[src/design/dsd_pkg.sv]
package dsd_pkg;

    // ----------------------------------------------------------------
    // Data-space map
    // ----------------------------------------------------------------
    localparam logic [7:0] BANK_AREA_LAST       = 8'h3f;
    localparam logic [7:0] ROM_WINDOW_FIRST     = 8'h40;
    localparam logic [7:0] ROM_WINDOW_LAST      = 8'h7f;
    localparam logic [7:0] X_REG_ADDR           = 8'h80;
    localparam logic [7:0] Y_REG_ADDR           = 8'h81;
    localparam logic [7:0] V_REG_ADDR           = 8'h82;
    localparam logic [7:0] W_REG_ADDR           = 8'h83;
    localparam logic [7:0] DIRECT_RAM_FIRST     = 8'h84;
    localparam logic [7:0] DIRECT_RAM_LAST      = 8'hbf;
    localparam logic [7:0] PERIPH_FIRST         = 8'hc0;
    localparam logic [7:0] ROM_WINDOW_PAGE_ADDR = 8'hc9;
    localparam logic [7:0] RAM_BANK_SELECT_ADDR = 8'hcb;
    localparam logic [7:0] ACCUMULATOR_ADDR     = 8'hff;

    // ----------------------------------------------------------------
    // Field layouts
    // ----------------------------------------------------------------
    localparam int WINDOW_OFFSET_BITS = 6;
    localparam int WINDOW_PAGE_BITS   = 7;
    localparam int PROG_ADDR_BITS     = 13;
    localparam int SELECT_PAGE_ONE_BIT = 3;
    localparam int SELECT_PAGE_TWO_BIT = 4;
    localparam logic [7:0] BANK_NONE     = 8'h00;
    localparam logic [7:0] BANK_PAGE_ONE = 8'h08;
    localparam logic [7:0] BANK_PAGE_TWO = 8'h10;

    // ----------------------------------------------------------------
    // Memory sizes
    // ----------------------------------------------------------------
    localparam int BANK_ADDR_BITS = 7;
    localparam int DIRECT_RAM_BYTES = 60;
    localparam logic [15:0] OPTION_BYTES_RESET = 16'h0010;

    typedef enum logic [3:0] {
        DSD_OPT_LOW  = 4'b0001,
        DSD_OPT_HIGH = 4'b0010,
        DSD_OPT_DONE = 4'b0100,
        DSD_OPT_IDLE = 4'b1000
    } dsd_opt_state_e;

endpackage : dsd_pkg

[src/design/dsd_data_space.sv]
// What this block does
// - Data 40h..7Fh read program memory bytes, not RAM.
// - Program address is window page above low six data-address bits.
// - Window moves in 64-byte steps over program bytes 0000h..1FFFh.
// - Window page at C9h is write only; reads and bit ops unsupported.
// - Only window page bits 6..0 exist; bit 7 dropped.
// - Window page has no reset value; software writes it first.
// - Bank select 08h maps page one, 10h page two, 00h none.
// - Selected bank is reached at data addresses 00h..3Fh.
// - Bank select at CBh is write only, no bit operations.
// - Bank select has no reset value; software programs it first.
// - Interrupts and calls leave bank select untouched.
// - Sixty direct RAM bytes plus core registers at fixed addresses.
// - Two extra banked pages of 64 bytes each.
// - At reset the two option bytes are read and applied.
// - Option bytes reachable only in programming mode, no address.
`timescale 1ns/1ps
`default_nettype none
module dsd_data_space (
    // Clock and reset
    input  wire logic        clk_sys_i,
    input  wire logic        rst_n_i,
    // Core data-space bus
    input  wire logic [7:0]  core_addr_i,
    input  wire logic        core_rd_i,
    input  wire logic        core_wr_i,
    input  wire logic [7:0]  core_wdata_i,
    output var  logic [7:0]  core_rdata_o,
    output var  logic        core_rvalid_o,
    // Program memory read port
    output var  logic [12:0] prog_addr_o,
    output var  logic        prog_rd_o,
    input  wire logic [7:0]  prog_rdata_i,
    // Option byte store
    input  wire logic        prog_mode_i,
    input  wire logic        opt_wr_i,
    input  wire logic [15:0] opt_wdata_i,
    output var  logic [15:0] option_bytes_o,
    output var  logic        options_valid_o,
    // Peripheral slot
    output var  logic        periph_sel_o
);
    // ----------------------------------------------------------------
    // Decode
    // ----------------------------------------------------------------
    logic in_bank;
    logic in_window;
    logic in_direct;
    logic in_core_reg;
    logic in_periph;
    assign in_bank     = core_addr_i <= dsd_pkg::BANK_AREA_LAST;
    assign in_window   = core_addr_i >= dsd_pkg::ROM_WINDOW_FIRST &&
                         core_addr_i <= dsd_pkg::ROM_WINDOW_LAST;
    assign in_direct   = core_addr_i >= dsd_pkg::DIRECT_RAM_FIRST &&
                         core_addr_i <= dsd_pkg::DIRECT_RAM_LAST;
    assign in_core_reg = core_addr_i == dsd_pkg::X_REG_ADDR ||
                         core_addr_i == dsd_pkg::Y_REG_ADDR ||
                         core_addr_i == dsd_pkg::V_REG_ADDR ||
                         core_addr_i == dsd_pkg::W_REG_ADDR ||
                         core_addr_i == dsd_pkg::ACCUMULATOR_ADDR;
    assign in_periph   = core_addr_i >= dsd_pkg::PERIPH_FIRST && !in_core_reg &&
                         core_addr_i != dsd_pkg::ROM_WINDOW_PAGE_ADDR &&
                         core_addr_i != dsd_pkg::RAM_BANK_SELECT_ADDR;

    // ----------------------------------------------------------------
    // Write-only page registers
    // ----------------------------------------------------------------
    // No reset: contents undefined until software writes them
    logic [6:0] window_upper_address_bits;
    logic [7:0] ram_bank_select;

    always_ff @(posedge clk_sys_i) begin
        if (core_wr_i && core_addr_i == dsd_pkg::ROM_WINDOW_PAGE_ADDR) begin
            window_upper_address_bits <= core_wdata_i[6:0];
        end
    end

    // Only core writes touch it; no interrupt or call path exists
    always_ff @(posedge clk_sys_i) begin
        if (core_wr_i && core_addr_i == dsd_pkg::RAM_BANK_SELECT_ADDR) begin
            ram_bank_select <= core_wdata_i;
        end
    end

    logic select_page_one;
    logic select_page_two;
    assign select_page_one = ram_bank_select == dsd_pkg::BANK_PAGE_ONE;
    assign select_page_two = ram_bank_select == dsd_pkg::BANK_PAGE_TWO;

    // ----------------------------------------------------------------
    // RAM: bank 0, two extra pages, direct RAM, core registers
    // ----------------------------------------------------------------
    // One 128-byte array holds both extra pages; reserved codes use bank 0
    logic       xbank_we;
    logic [6:0] xbank_addr;
    logic [7:0] xbank_rdata;
    assign xbank_we   = core_wr_i && in_bank && (select_page_one || select_page_two);
    assign xbank_addr = {select_page_two, core_addr_i[5:0]};

    dsd_ram #(.AW(dsd_pkg::BANK_ADDR_BITS)) u_xbank (
        .clk_i   (clk_sys_i),
        .we_i    (xbank_we),
        .addr_i  (xbank_addr),
        .wdata_i (core_wdata_i),
        .rdata_o (xbank_rdata)
    );

    // Bank 0 plus 80h..BFh and the accumulator as a flat byte array
    logic [7:0] base_ram [0:255];
    logic [7:0] base_rdata;
    logic       base_we;
    assign base_we = core_wr_i && ((in_bank && !(select_page_one || select_page_two)) ||
                                   in_direct || in_core_reg);

    always_ff @(posedge clk_sys_i) begin
        if (base_we) begin
            base_ram[core_addr_i] <= core_wdata_i;
        end
        base_rdata <= base_ram[core_addr_i];
    end

    // ----------------------------------------------------------------
    // Window read path
    // ----------------------------------------------------------------
    // Address to program memory: page on top, offset below
    always_ff @(posedge clk_sys_i or negedge rst_n_i) begin
        if (!rst_n_i) begin
            prog_addr_o <= 13'h0000;
            prog_rd_o   <= 1'b0;
        end else begin
            prog_rd_o <= core_rd_i && in_window;
            if (core_rd_i && in_window) begin
                prog_addr_o <= {window_upper_address_bits, core_addr_i[5:0]};
            end
        end
    end

    // ----------------------------------------------------------------
    // Read data return, three-cycle latency
    // ----------------------------------------------------------------
    typedef enum logic [2:0] {
        SRC_NONE = 3'b001,
        SRC_XB   = 3'b010,
        SRC_BASE = 3'b100
    } dsd_src_e;

    dsd_src_e   src_q;
    logic       window_q;
    logic       rd_q;
    logic       rd_q2;
    logic [7:0] ram_hold;

    always_ff @(posedge clk_sys_i or negedge rst_n_i) begin
        if (!rst_n_i) begin
            src_q    <= SRC_NONE;
            window_q <= 1'b0;
            rd_q     <= 1'b0;
        end else begin
            rd_q     <= core_rd_i;
            window_q <= core_rd_i && in_window;
            if (core_rd_i && in_bank && (select_page_one || select_page_two)) begin
                src_q <= SRC_XB;
            end else if (core_rd_i && (in_bank || in_direct || in_core_reg)) begin
                src_q <= SRC_BASE;
            end else begin
                src_q <= SRC_NONE;
            end
        end
    end

    logic win_q2;
    always_ff @(posedge clk_sys_i or negedge rst_n_i) begin
        if (!rst_n_i) begin
            rd_q2    <= 1'b0;
            win_q2   <= 1'b0;
            ram_hold <= 8'h00;
        end else begin
            rd_q2  <= rd_q;
            win_q2 <= window_q;
            case (src_q)
                SRC_XB:   ram_hold <= xbank_rdata;
                SRC_BASE: ram_hold <= base_rdata;
                SRC_NONE: ram_hold <= 8'h00;
                default:  ram_hold <= 8'h00;
            endcase
        end
    end

    // Write-only and unmapped locations read as zero
    always_ff @(posedge clk_sys_i or negedge rst_n_i) begin
        if (!rst_n_i) begin
            core_rdata_o  <= 8'h00;
            core_rvalid_o <= 1'b0;
        end else begin
            core_rvalid_o <= rd_q2;
            core_rdata_o  <= win_q2 ? prog_rdata_i : ram_hold;
        end
    end

    always_ff @(posedge clk_sys_i or negedge rst_n_i) begin
        if (!rst_n_i) begin
            periph_sel_o <= 1'b0;
        end else begin
            periph_sel_o <= (core_rd_i || core_wr_i) && in_periph;
        end
    end

    // ----------------------------------------------------------------
    // Option bytes
    // ----------------------------------------------------------------
    // Store lives outside core map; loaded into the live copy after reset
    // Non-volatile: blank value at power-up, survives every reset
    logic [15:0]             opt_store = dsd_pkg::OPTION_BYTES_RESET;
    dsd_pkg::dsd_opt_state_e opt_state;

    always_ff @(posedge clk_sys_i) begin
        if (prog_mode_i && opt_wr_i) begin
            opt_store <= opt_wdata_i;
        end
    end

    always_ff @(posedge clk_sys_i or negedge rst_n_i) begin
        if (!rst_n_i) begin
            opt_state       <= dsd_pkg::DSD_OPT_LOW;
            option_bytes_o  <= 16'h0000;
            options_valid_o <= 1'b0;
        end else begin
            case (opt_state)
                dsd_pkg::DSD_OPT_LOW: begin
                    option_bytes_o[7:0] <= opt_store[7:0];
                    opt_state           <= dsd_pkg::DSD_OPT_HIGH;
                end
                dsd_pkg::DSD_OPT_HIGH: begin
                    option_bytes_o[15:8] <= opt_store[15:8];
                    opt_state            <= dsd_pkg::DSD_OPT_DONE;
                end
                dsd_pkg::DSD_OPT_DONE: begin
                    options_valid_o <= 1'b1;
                    opt_state       <= dsd_pkg::DSD_OPT_IDLE;
                end
                dsd_pkg::DSD_OPT_IDLE: begin
                    opt_state <= dsd_pkg::DSD_OPT_IDLE;
                end
                default: begin
                    opt_state <= dsd_pkg::DSD_OPT_LOW;
                end
            endcase
        end
    end
endmodule : dsd_data_space
`default_nettype wire

[src/design/dsd_ram.sv]
`timescale 1ns/1ps
`default_nettype none
module dsd_ram #(
    parameter int AW = 7
) (
    // Clock
    input  wire logic          clk_i,
    // Access
    input  wire logic          we_i,
    input  wire logic [AW-1:0] addr_i,
    input  wire logic [7:0]    wdata_i,
    output var  logic [7:0]    rdata_o
);
    logic [7:0] mem [0:(1<<AW)-1];

    always_ff @(posedge clk_i) begin
        if (we_i) begin
            mem[addr_i] <= wdata_i;
        end
        rdata_o <= mem[addr_i];
    end
endmodule : dsd_ram
`default_nettype wire

[config.mk]
export PLATFORM = sky130hd
export DESIGN_NAME = dsd_data_space
export DESIGN_NICKNAME = d
export VERILOG_FILES = /design/src/design/dsd_pkg.sv /design/src/design/dsd_data_space.sv /design/src/design/dsd_ram.sv
export SDC_FILE = /design/constraint.sdc
export NUM_CORES = 2
export LEC_CHECK = 0
export ABC_AREA = 1
export BUFFER_PORTS_ARGS = -buffer_cell sky130_fd_sc_hd__buf_2
export CAP_MARGIN = 10
export CORE_MARGIN = 4
export CORE_UTILIZATION = 55
export DETAILED_ROUTE_END_ITERATION = 10
export GPL_TIMING_DRIVEN = 1
export MAX_ROUTING_LAYER = met4
export PLACE_DENSITY_LB_ADDON = 0.3
export RECOVER_POWER = 50
export SLEW_MARGIN = 10
export SYNTH_ARGS = -nofsm -noshare
export SYNTH_HDL_FRONTEND = slang
export SYNTH_SLANG_ARGS = --single-unit
export TNS_END_PERCENT = 20
[constraint.sdc]
create_clock -name clk_sys_i -period 4.8 [get_ports clk_sys_i]
set_clock_uncertainty 0.15 [all_clocks]
set_input_delay 0.72 -clock clk_sys_i [delete_from_list [all_inputs] [get_ports clk_sys_i]]
set_output_delay 0.72 -clock clk_sys_i [all_outputs]
set_load 0.02 [all_outputs]
== After elaboration in Yosys (flattened, before gate mapping) ==
Memory sizes are Yosys's and may differ from the RTL's. A register that Yosys moved wholly into a read port is not among the register bits.
Cells that the tools add are included.

* Register bits: 90
* Memories: 2
* Word-level logic and storage cells: 81
* RAM bits: 3072

* Reductions and logical operators: 30
* Multiplexer cells: 9
* Eq/ne operators: 17
* Order comparisons: 6

{| class="wikitable"
|+ Memory list
! name !! words !! width !! rd ports !! clocked after memory_dff !! wr ports !! line !! RTL
|-
| base_ram || 256 || 8 || 1 || 1 || 1 || dsd_data_space.sv:109 || <nowiki>logic [7:0] base_ram [0:255];</nowiki>
|-
| u_xbank.mem || 128 || 8 || 1 || 1 || 1 || dsd_ram.sv:14 || <nowiki>logic [7:0] mem [0:(1<<AW)-1];</nowiki>
|}

{| class="wikitable"
|+ Operators with widths
! operator !! count
|-
| $eq A8 B8 Y1 const B || 7
|-
| $logic_and A1 B1 Y1 || 17
|-
| $ge A8 B8 Y1 const B || 2
|-
| $ne A8 B8 Y1 const B || 2
|-
| $pmux W8 S2 || 1
|-
| $pmux W4 S3 || 1
|-
| $logic_or A1 B1 Y1 || 10
|-
| $eq A8 B4 Y1 const B || 1
|-
| $eq A8 B5 Y1 const B || 1
|-
| $ge A8 B7 Y1 const B || 1
|-
| $le A8 B6 Y1 const B || 1
|-
| $le A8 B7 Y1 const B || 1
|-
| $le A8 B8 Y1 const B || 1
|-
| $mux W8 || 1
|-
| $mux W3 || 2
|-
| $eq A4 B1 Y1 const B || 1
|-
| $eq A4 B2 Y1 const B || 1
|-
| $eq A4 B3 Y1 const B || 1
|-
| $eq A4 B4 Y1 const B || 1
|-
| $mux W1 || 4
|-
| $eq A3 B2 Y1 const B || 1
|-
| $eq A3 B3 Y1 const B || 1
|-
| $logic_not A1 Y1 || 2
|-
| $reduce_or A2 Y1 || 1
|}

== Logic depth before layout (Yosys ltp) ==
* Word-level depth: 10
* Gate-level depth with buffers: 16
* Depth with buffers taken out: 13

== Cells and area by module ==
From an unflattened synthesis, not the netlist that was laid out.

* Cell total of the unflattened synthesis: 12496
* Area, all modules: 131167.0 um^2

{| class="wikitable"
|+ Modules (own cells, without submodules)
! module !! cells each !! area each (um^2) !! instances !! sequential area each (um^2)
|-
| dsd_data_space || 8094 || 87191.1 || 1 || 64068.9
|-
| dsd_ram || 4402 || 43975.9 || 1 || 30909.6
|}

== Worst setup path before layout ==
No wires, ideal clock.

* Path type: input-to-reg
* Start point: input port core_addr_i[1]
* End point: memory u_xbank.mem[18][0], enable pin
* Setup time: 0.370 ns
* Buffers on the path: 5
* Cell stages on the path: 9
* Arrival: 2.570 ns
* Data required time: 4.280 ns
* Path slack: 1.710 ns
* Cells stage by stage: buf_2 > inv_2 > nor2_2 > clkbuf_1 > buf_2 > buf_2 > nand2_1 > clkbuf_1 > nor2_1

* Longest elaborated chain between the ends: 5

{| class="wikitable"
|+ Ends and longest elaborated chain
! what !! line !! RTL
|-
| start: declaration || dsd_data_space.sv:24 || <nowiki>input wire logic [7:0] core_addr_i,</nowiki>
|-
| $le A8 B6 Y1 || dsd_data_space.sv:51 || <nowiki>assign in_bank = core_addr_i <= dsd_pkg::BANK_AREA_LAST;</nowiki>
|-
| $logic_and A1 B1 Y1 (2 in series) || dsd_data_space.sv:97 || <nowiki>assign xbank_we = core_wr_i && in_bank && (select_page_one || select_page_two);</nowiki>
|-
| $mux W1 || dsd_ram.sv:17 || <nowiki>if (we_i) begin</nowiki>
|-
| $mux W1 (not written as such) || dsd_ram.sv:18 || <nowiki>mem[addr_i] <= wdata_i;</nowiki>
|-
| end: declaration || dsd_ram.sv:14 ||
|}

Parallel ways exist; a longest one is shown, timed or not.

== Worst setup path after layout ==
* Start point: input port core_wdata_i[0]
* End point: memory base_ram[51][0] (data pin)

{| class="wikitable"
|+ RTL lines
! what !! line !! RTL
|-
| start: declaration || dsd_data_space.sv:27 || <nowiki>input wire logic [7:0] core_wdata_i,</nowiki>
|-
| end: declaration || dsd_data_space.sv:109 ||
|}

No word-level cell before the write port.

==> results.sh <==
export IMPL_status="complete, but fails checks"
export IMPL_violations="max-capacitance violations, max-slew violations"
export IMPL_max_freq_mhz=247
export IMPL_core_area_um2=228000
export IMPL_clk_path_buf_depth=4
export IMPL_relSlewSlack_pct=-145
export IMPL_layout_nets=11900
export IMPL_maxSlewViolCount=1612
export IMPL_path_clk_slew_ns=0.06
export IMPL_syn_to_final_growth_pct=14.8
export IMPL_cts_root_buf="clkbuf_16"
export IMPL_synth_cell_types=32
export IMPL_grt_pass1_wl_um=473000
export IMPL_num_io_pins=87
export IMPL_tns_ns=0
export IMPL_synth_edf_count=3103
export IMPL_cts_hold_buf=26
export IMPL_critPathKind="in -> reg"
export IMPL_nFillCells=17100
export IMPL_dp_hpwl_um=180000
export IMPL_portBuffers=86
export IMPL_numPlacedInstances=14500
export IMPL_cts_tree="built"
export IMPL_instances_no_fill=15100
export IMPL_syn_instance_count=10700
export IMPL_wl_um=312000
export IMPL_grt_overflow_total=0
export IMPL_fin_crit_ns=4.04
export IMPL_insertion_delay_ns=0.94
export IMPL_yosys_register_bits=3178
export IMPL_synthArstFlopShare_pct=1.86
export IMPL_start_util_pct=55.4
export IMPL_grt_antenna_before_repair=14
export IMPL_slowest_stage="dlymetal6s4s_1"
export IMPL_postCtsSetupBuffers=0
export IMPL_drive_gt1_share_pct=6.51
export IMPL_htreeDepth=5
export IMPL_dr_pass1_iters=6
export IMPL_cp_start_kind="input port"
export IMPL_leakagePower_nw=57.7
export IMPL_place_gp_congestion=0.932
export IMPL_setup_violations=0
export IMPL_vias_per_cell=5.46
export IMPL_critPathBufInv=2
export IMPL_critPathTopFamily="buffers and inverters"
export IMPL_grt_use_total_pct=26.9
export IMPL_syn_area_um2=126000
export IMPL_fin_crit_sh_pct=84.2
export IMPL_synth_area_top_cells="edfxtp_1 74%, nand2_1 16%, a22oi_1 2.8%"
export IMPL_cts_buffers=330
export IMPL_worstPathArrival_ns=4.06
export IMPL_grt_setup_unrepaired="no"
export IMPL_synth_top_area_share_pct=73.9
export IMPL_synth_common_cells="5517 x nand2_1, 3103 x edfxtp_1, 474 x a22oi_1"
export IMPL_hold_path_class="in -> reg"
export IMPL_critPathMaxStageDelay_ns=2.75
export IMPL_final_antenna_net_count=0
export IMPL_worst_slew_pin_slew_ns=3.67
export IMPL_yosysTopAreaCell="edfxtp_1"
export IMPL_synth_flop_cell="edfxtp_1"
export IMPL_die_x_um=487
export IMPL_die_height_um=487
export IMPL_vdd_drop_max_mv=0.446
export IMPL_post_cts_resized=0
export IMPL_crit_path_end_kind="flip-flop"
export IMPL_dieArea_um2=237000
export IMPL_num_rows=175
export IMPL_final_hold_violation_count=0
export IMPL_crit_required_ns=4.82
export IMPL_cts_sinks=3178
export IMPL_route_detailed_drc=0
export IMPL_crit_chain="buf_8 -> dlymetal6s4s_1"
export IMPL_drv_cap=21
export IMPL_grt_start_max_net_pins=171
export IMPL_yosysWarningCount=0
export IMPL_powerDensity_nw_per_um2=412
export IMPL_vias=82500
export IMPL_routedWlPerCell_um=20.7
export IMPL_cp_max_fo=97
export IMPL_ys_seq_area_share_pct=75.3
export IMPL_first_global_vias=80900
export IMPL_avgSynthCellArea_um2=11.8
export IMPL_yosysMostFrequentCell="nand2_1"
export IMPL_drt_iter0_drc=9028
-- placed cells by master (no fill, tap or decap), drive strengths merged, types with 45 or more instances in the layout --
master  count
a21oi      45
dfrtp      57
inv        46
clkbuf    438
nand3     230
a22oi     474
nand2    5518
buf       292
conb     1016
clkinv    122
edfxtp   3103
nor2      398
o21ai     220
-- kinds of logic (layout without fill, tap and decap cells) --
family	Yosys count	count (layout)	share of synthesized area (%)
AND/OR/NAND/NOR	6192	6192	18.8
flip-flops	3178	3178	75.3
AO/OA/AOI/OAI	741	741	3.89
buffers and inverters	600	966	1.88
multiplexers	8	8	0.0714
other	1	1030	0.00297
-- routing by layer --
layer  vias up  wire, µm  GRT usage [%]
li1      38000         -              -
met5         -         0              -
met3       758     26800           4.45
met1     40100    122000           35.2
met2      3676    150000           42.9
met4         0     13200           10.3
-- worst reg2reg max path, cell delays in order (launching register included) --
cell,delay [ns]
edfxtp_1,0.34
nor2_1,0.04
and3_1,0.18
nand3_1,0.06
buf_4,0.22
nand2_1,0.13
o21bai_1,0.18
inv_2,0.09
nor2_8,0.44
nand2_2,0.49
nor2_1,0.67
-- sequential cells by signal, indices dropped and copies added (netlist names), 3 cells and up --
signal / flops
u_xbank.rdata_o: 8
base_rdata: 8
u_xbank.mem: 1024
window_upper_address_bits: 7
opt_store: 16
opt_state: 4
option_bytes_o: 16
base_ram: 2048
core_rdata_o: 8
ram_hold: 8
prog_addr_o: 13
src_q: 3
ram_bank_select: 8
-- metrics by stage --
step / setup WS (ns) / hold slack, ns / total power [W] / util, % / instance area (µm²)
floorplan: 1.71 / 0.181 / 0.0340 / - / 130000
global placement: 0.578 / 0.185 / 0.0355 / 59.1 / 135000
detailed placement: 0.552 / 0.195 / 0.0356 / 59.1 / 135000
CTS: 1.52 / 0.0366 / 0.0599 / 63.7 / 145000
global route: 0.708 / 0.0779 / 0.0616 / 63.6 / 145000
finish: 0.756 / 0.0802 / 0.0597 / 63.6 / 145000
-- final cells by class --
type	instances	area (µm²)	area share [%]
flip-flops and latches	3178	95000	65.6
clock buffers	406	8690	6.00
well taps	3009	3760	2.60
repair buffers	353	2930	2.03
inverters	44	195	0.135
diodes	14	35.0	0.0242
clock inverters	163	1600	1.10
multi-input cells	7957	32600	22.5
-- power by group --
group | internal (W) | total (W) | switching, W
clock network | 0.0145 | 0.0246 | 0.0101
logic | 0.000843 | 0.00350 | 0.00266
registers | 0.0313 | 0.0316 | 0.000222
total | 0.0467 | 0.0597 | 0.0130
-- worst paths after layout --
| kind | startpoint | to | slack (ns) | cells after the start |
|---|---|---|---|---|
| worst max-delay path | core_wdata_i[0] | base_ram[51][0] | 0.76 | 2 |
| worst min-delay path | core_wr_i | periph_sel_o | 0.08 | 3 |
| worst max register to register | ram_bank_select[5] | base_ram[140][4] | 1.44 | 10 |
| worst min register to register | rd_q2 | core_rvalid_o | 0.20 | 0 |
| max in group asynchronous | rst_n_i | src_q[2] | 3.58 | 3 |
| min in group asynchronous | rst_n_i | prog_addr_o[1] | 0.35 | 3 |
No activity file was read; power rests on OpenSTA's default activity.
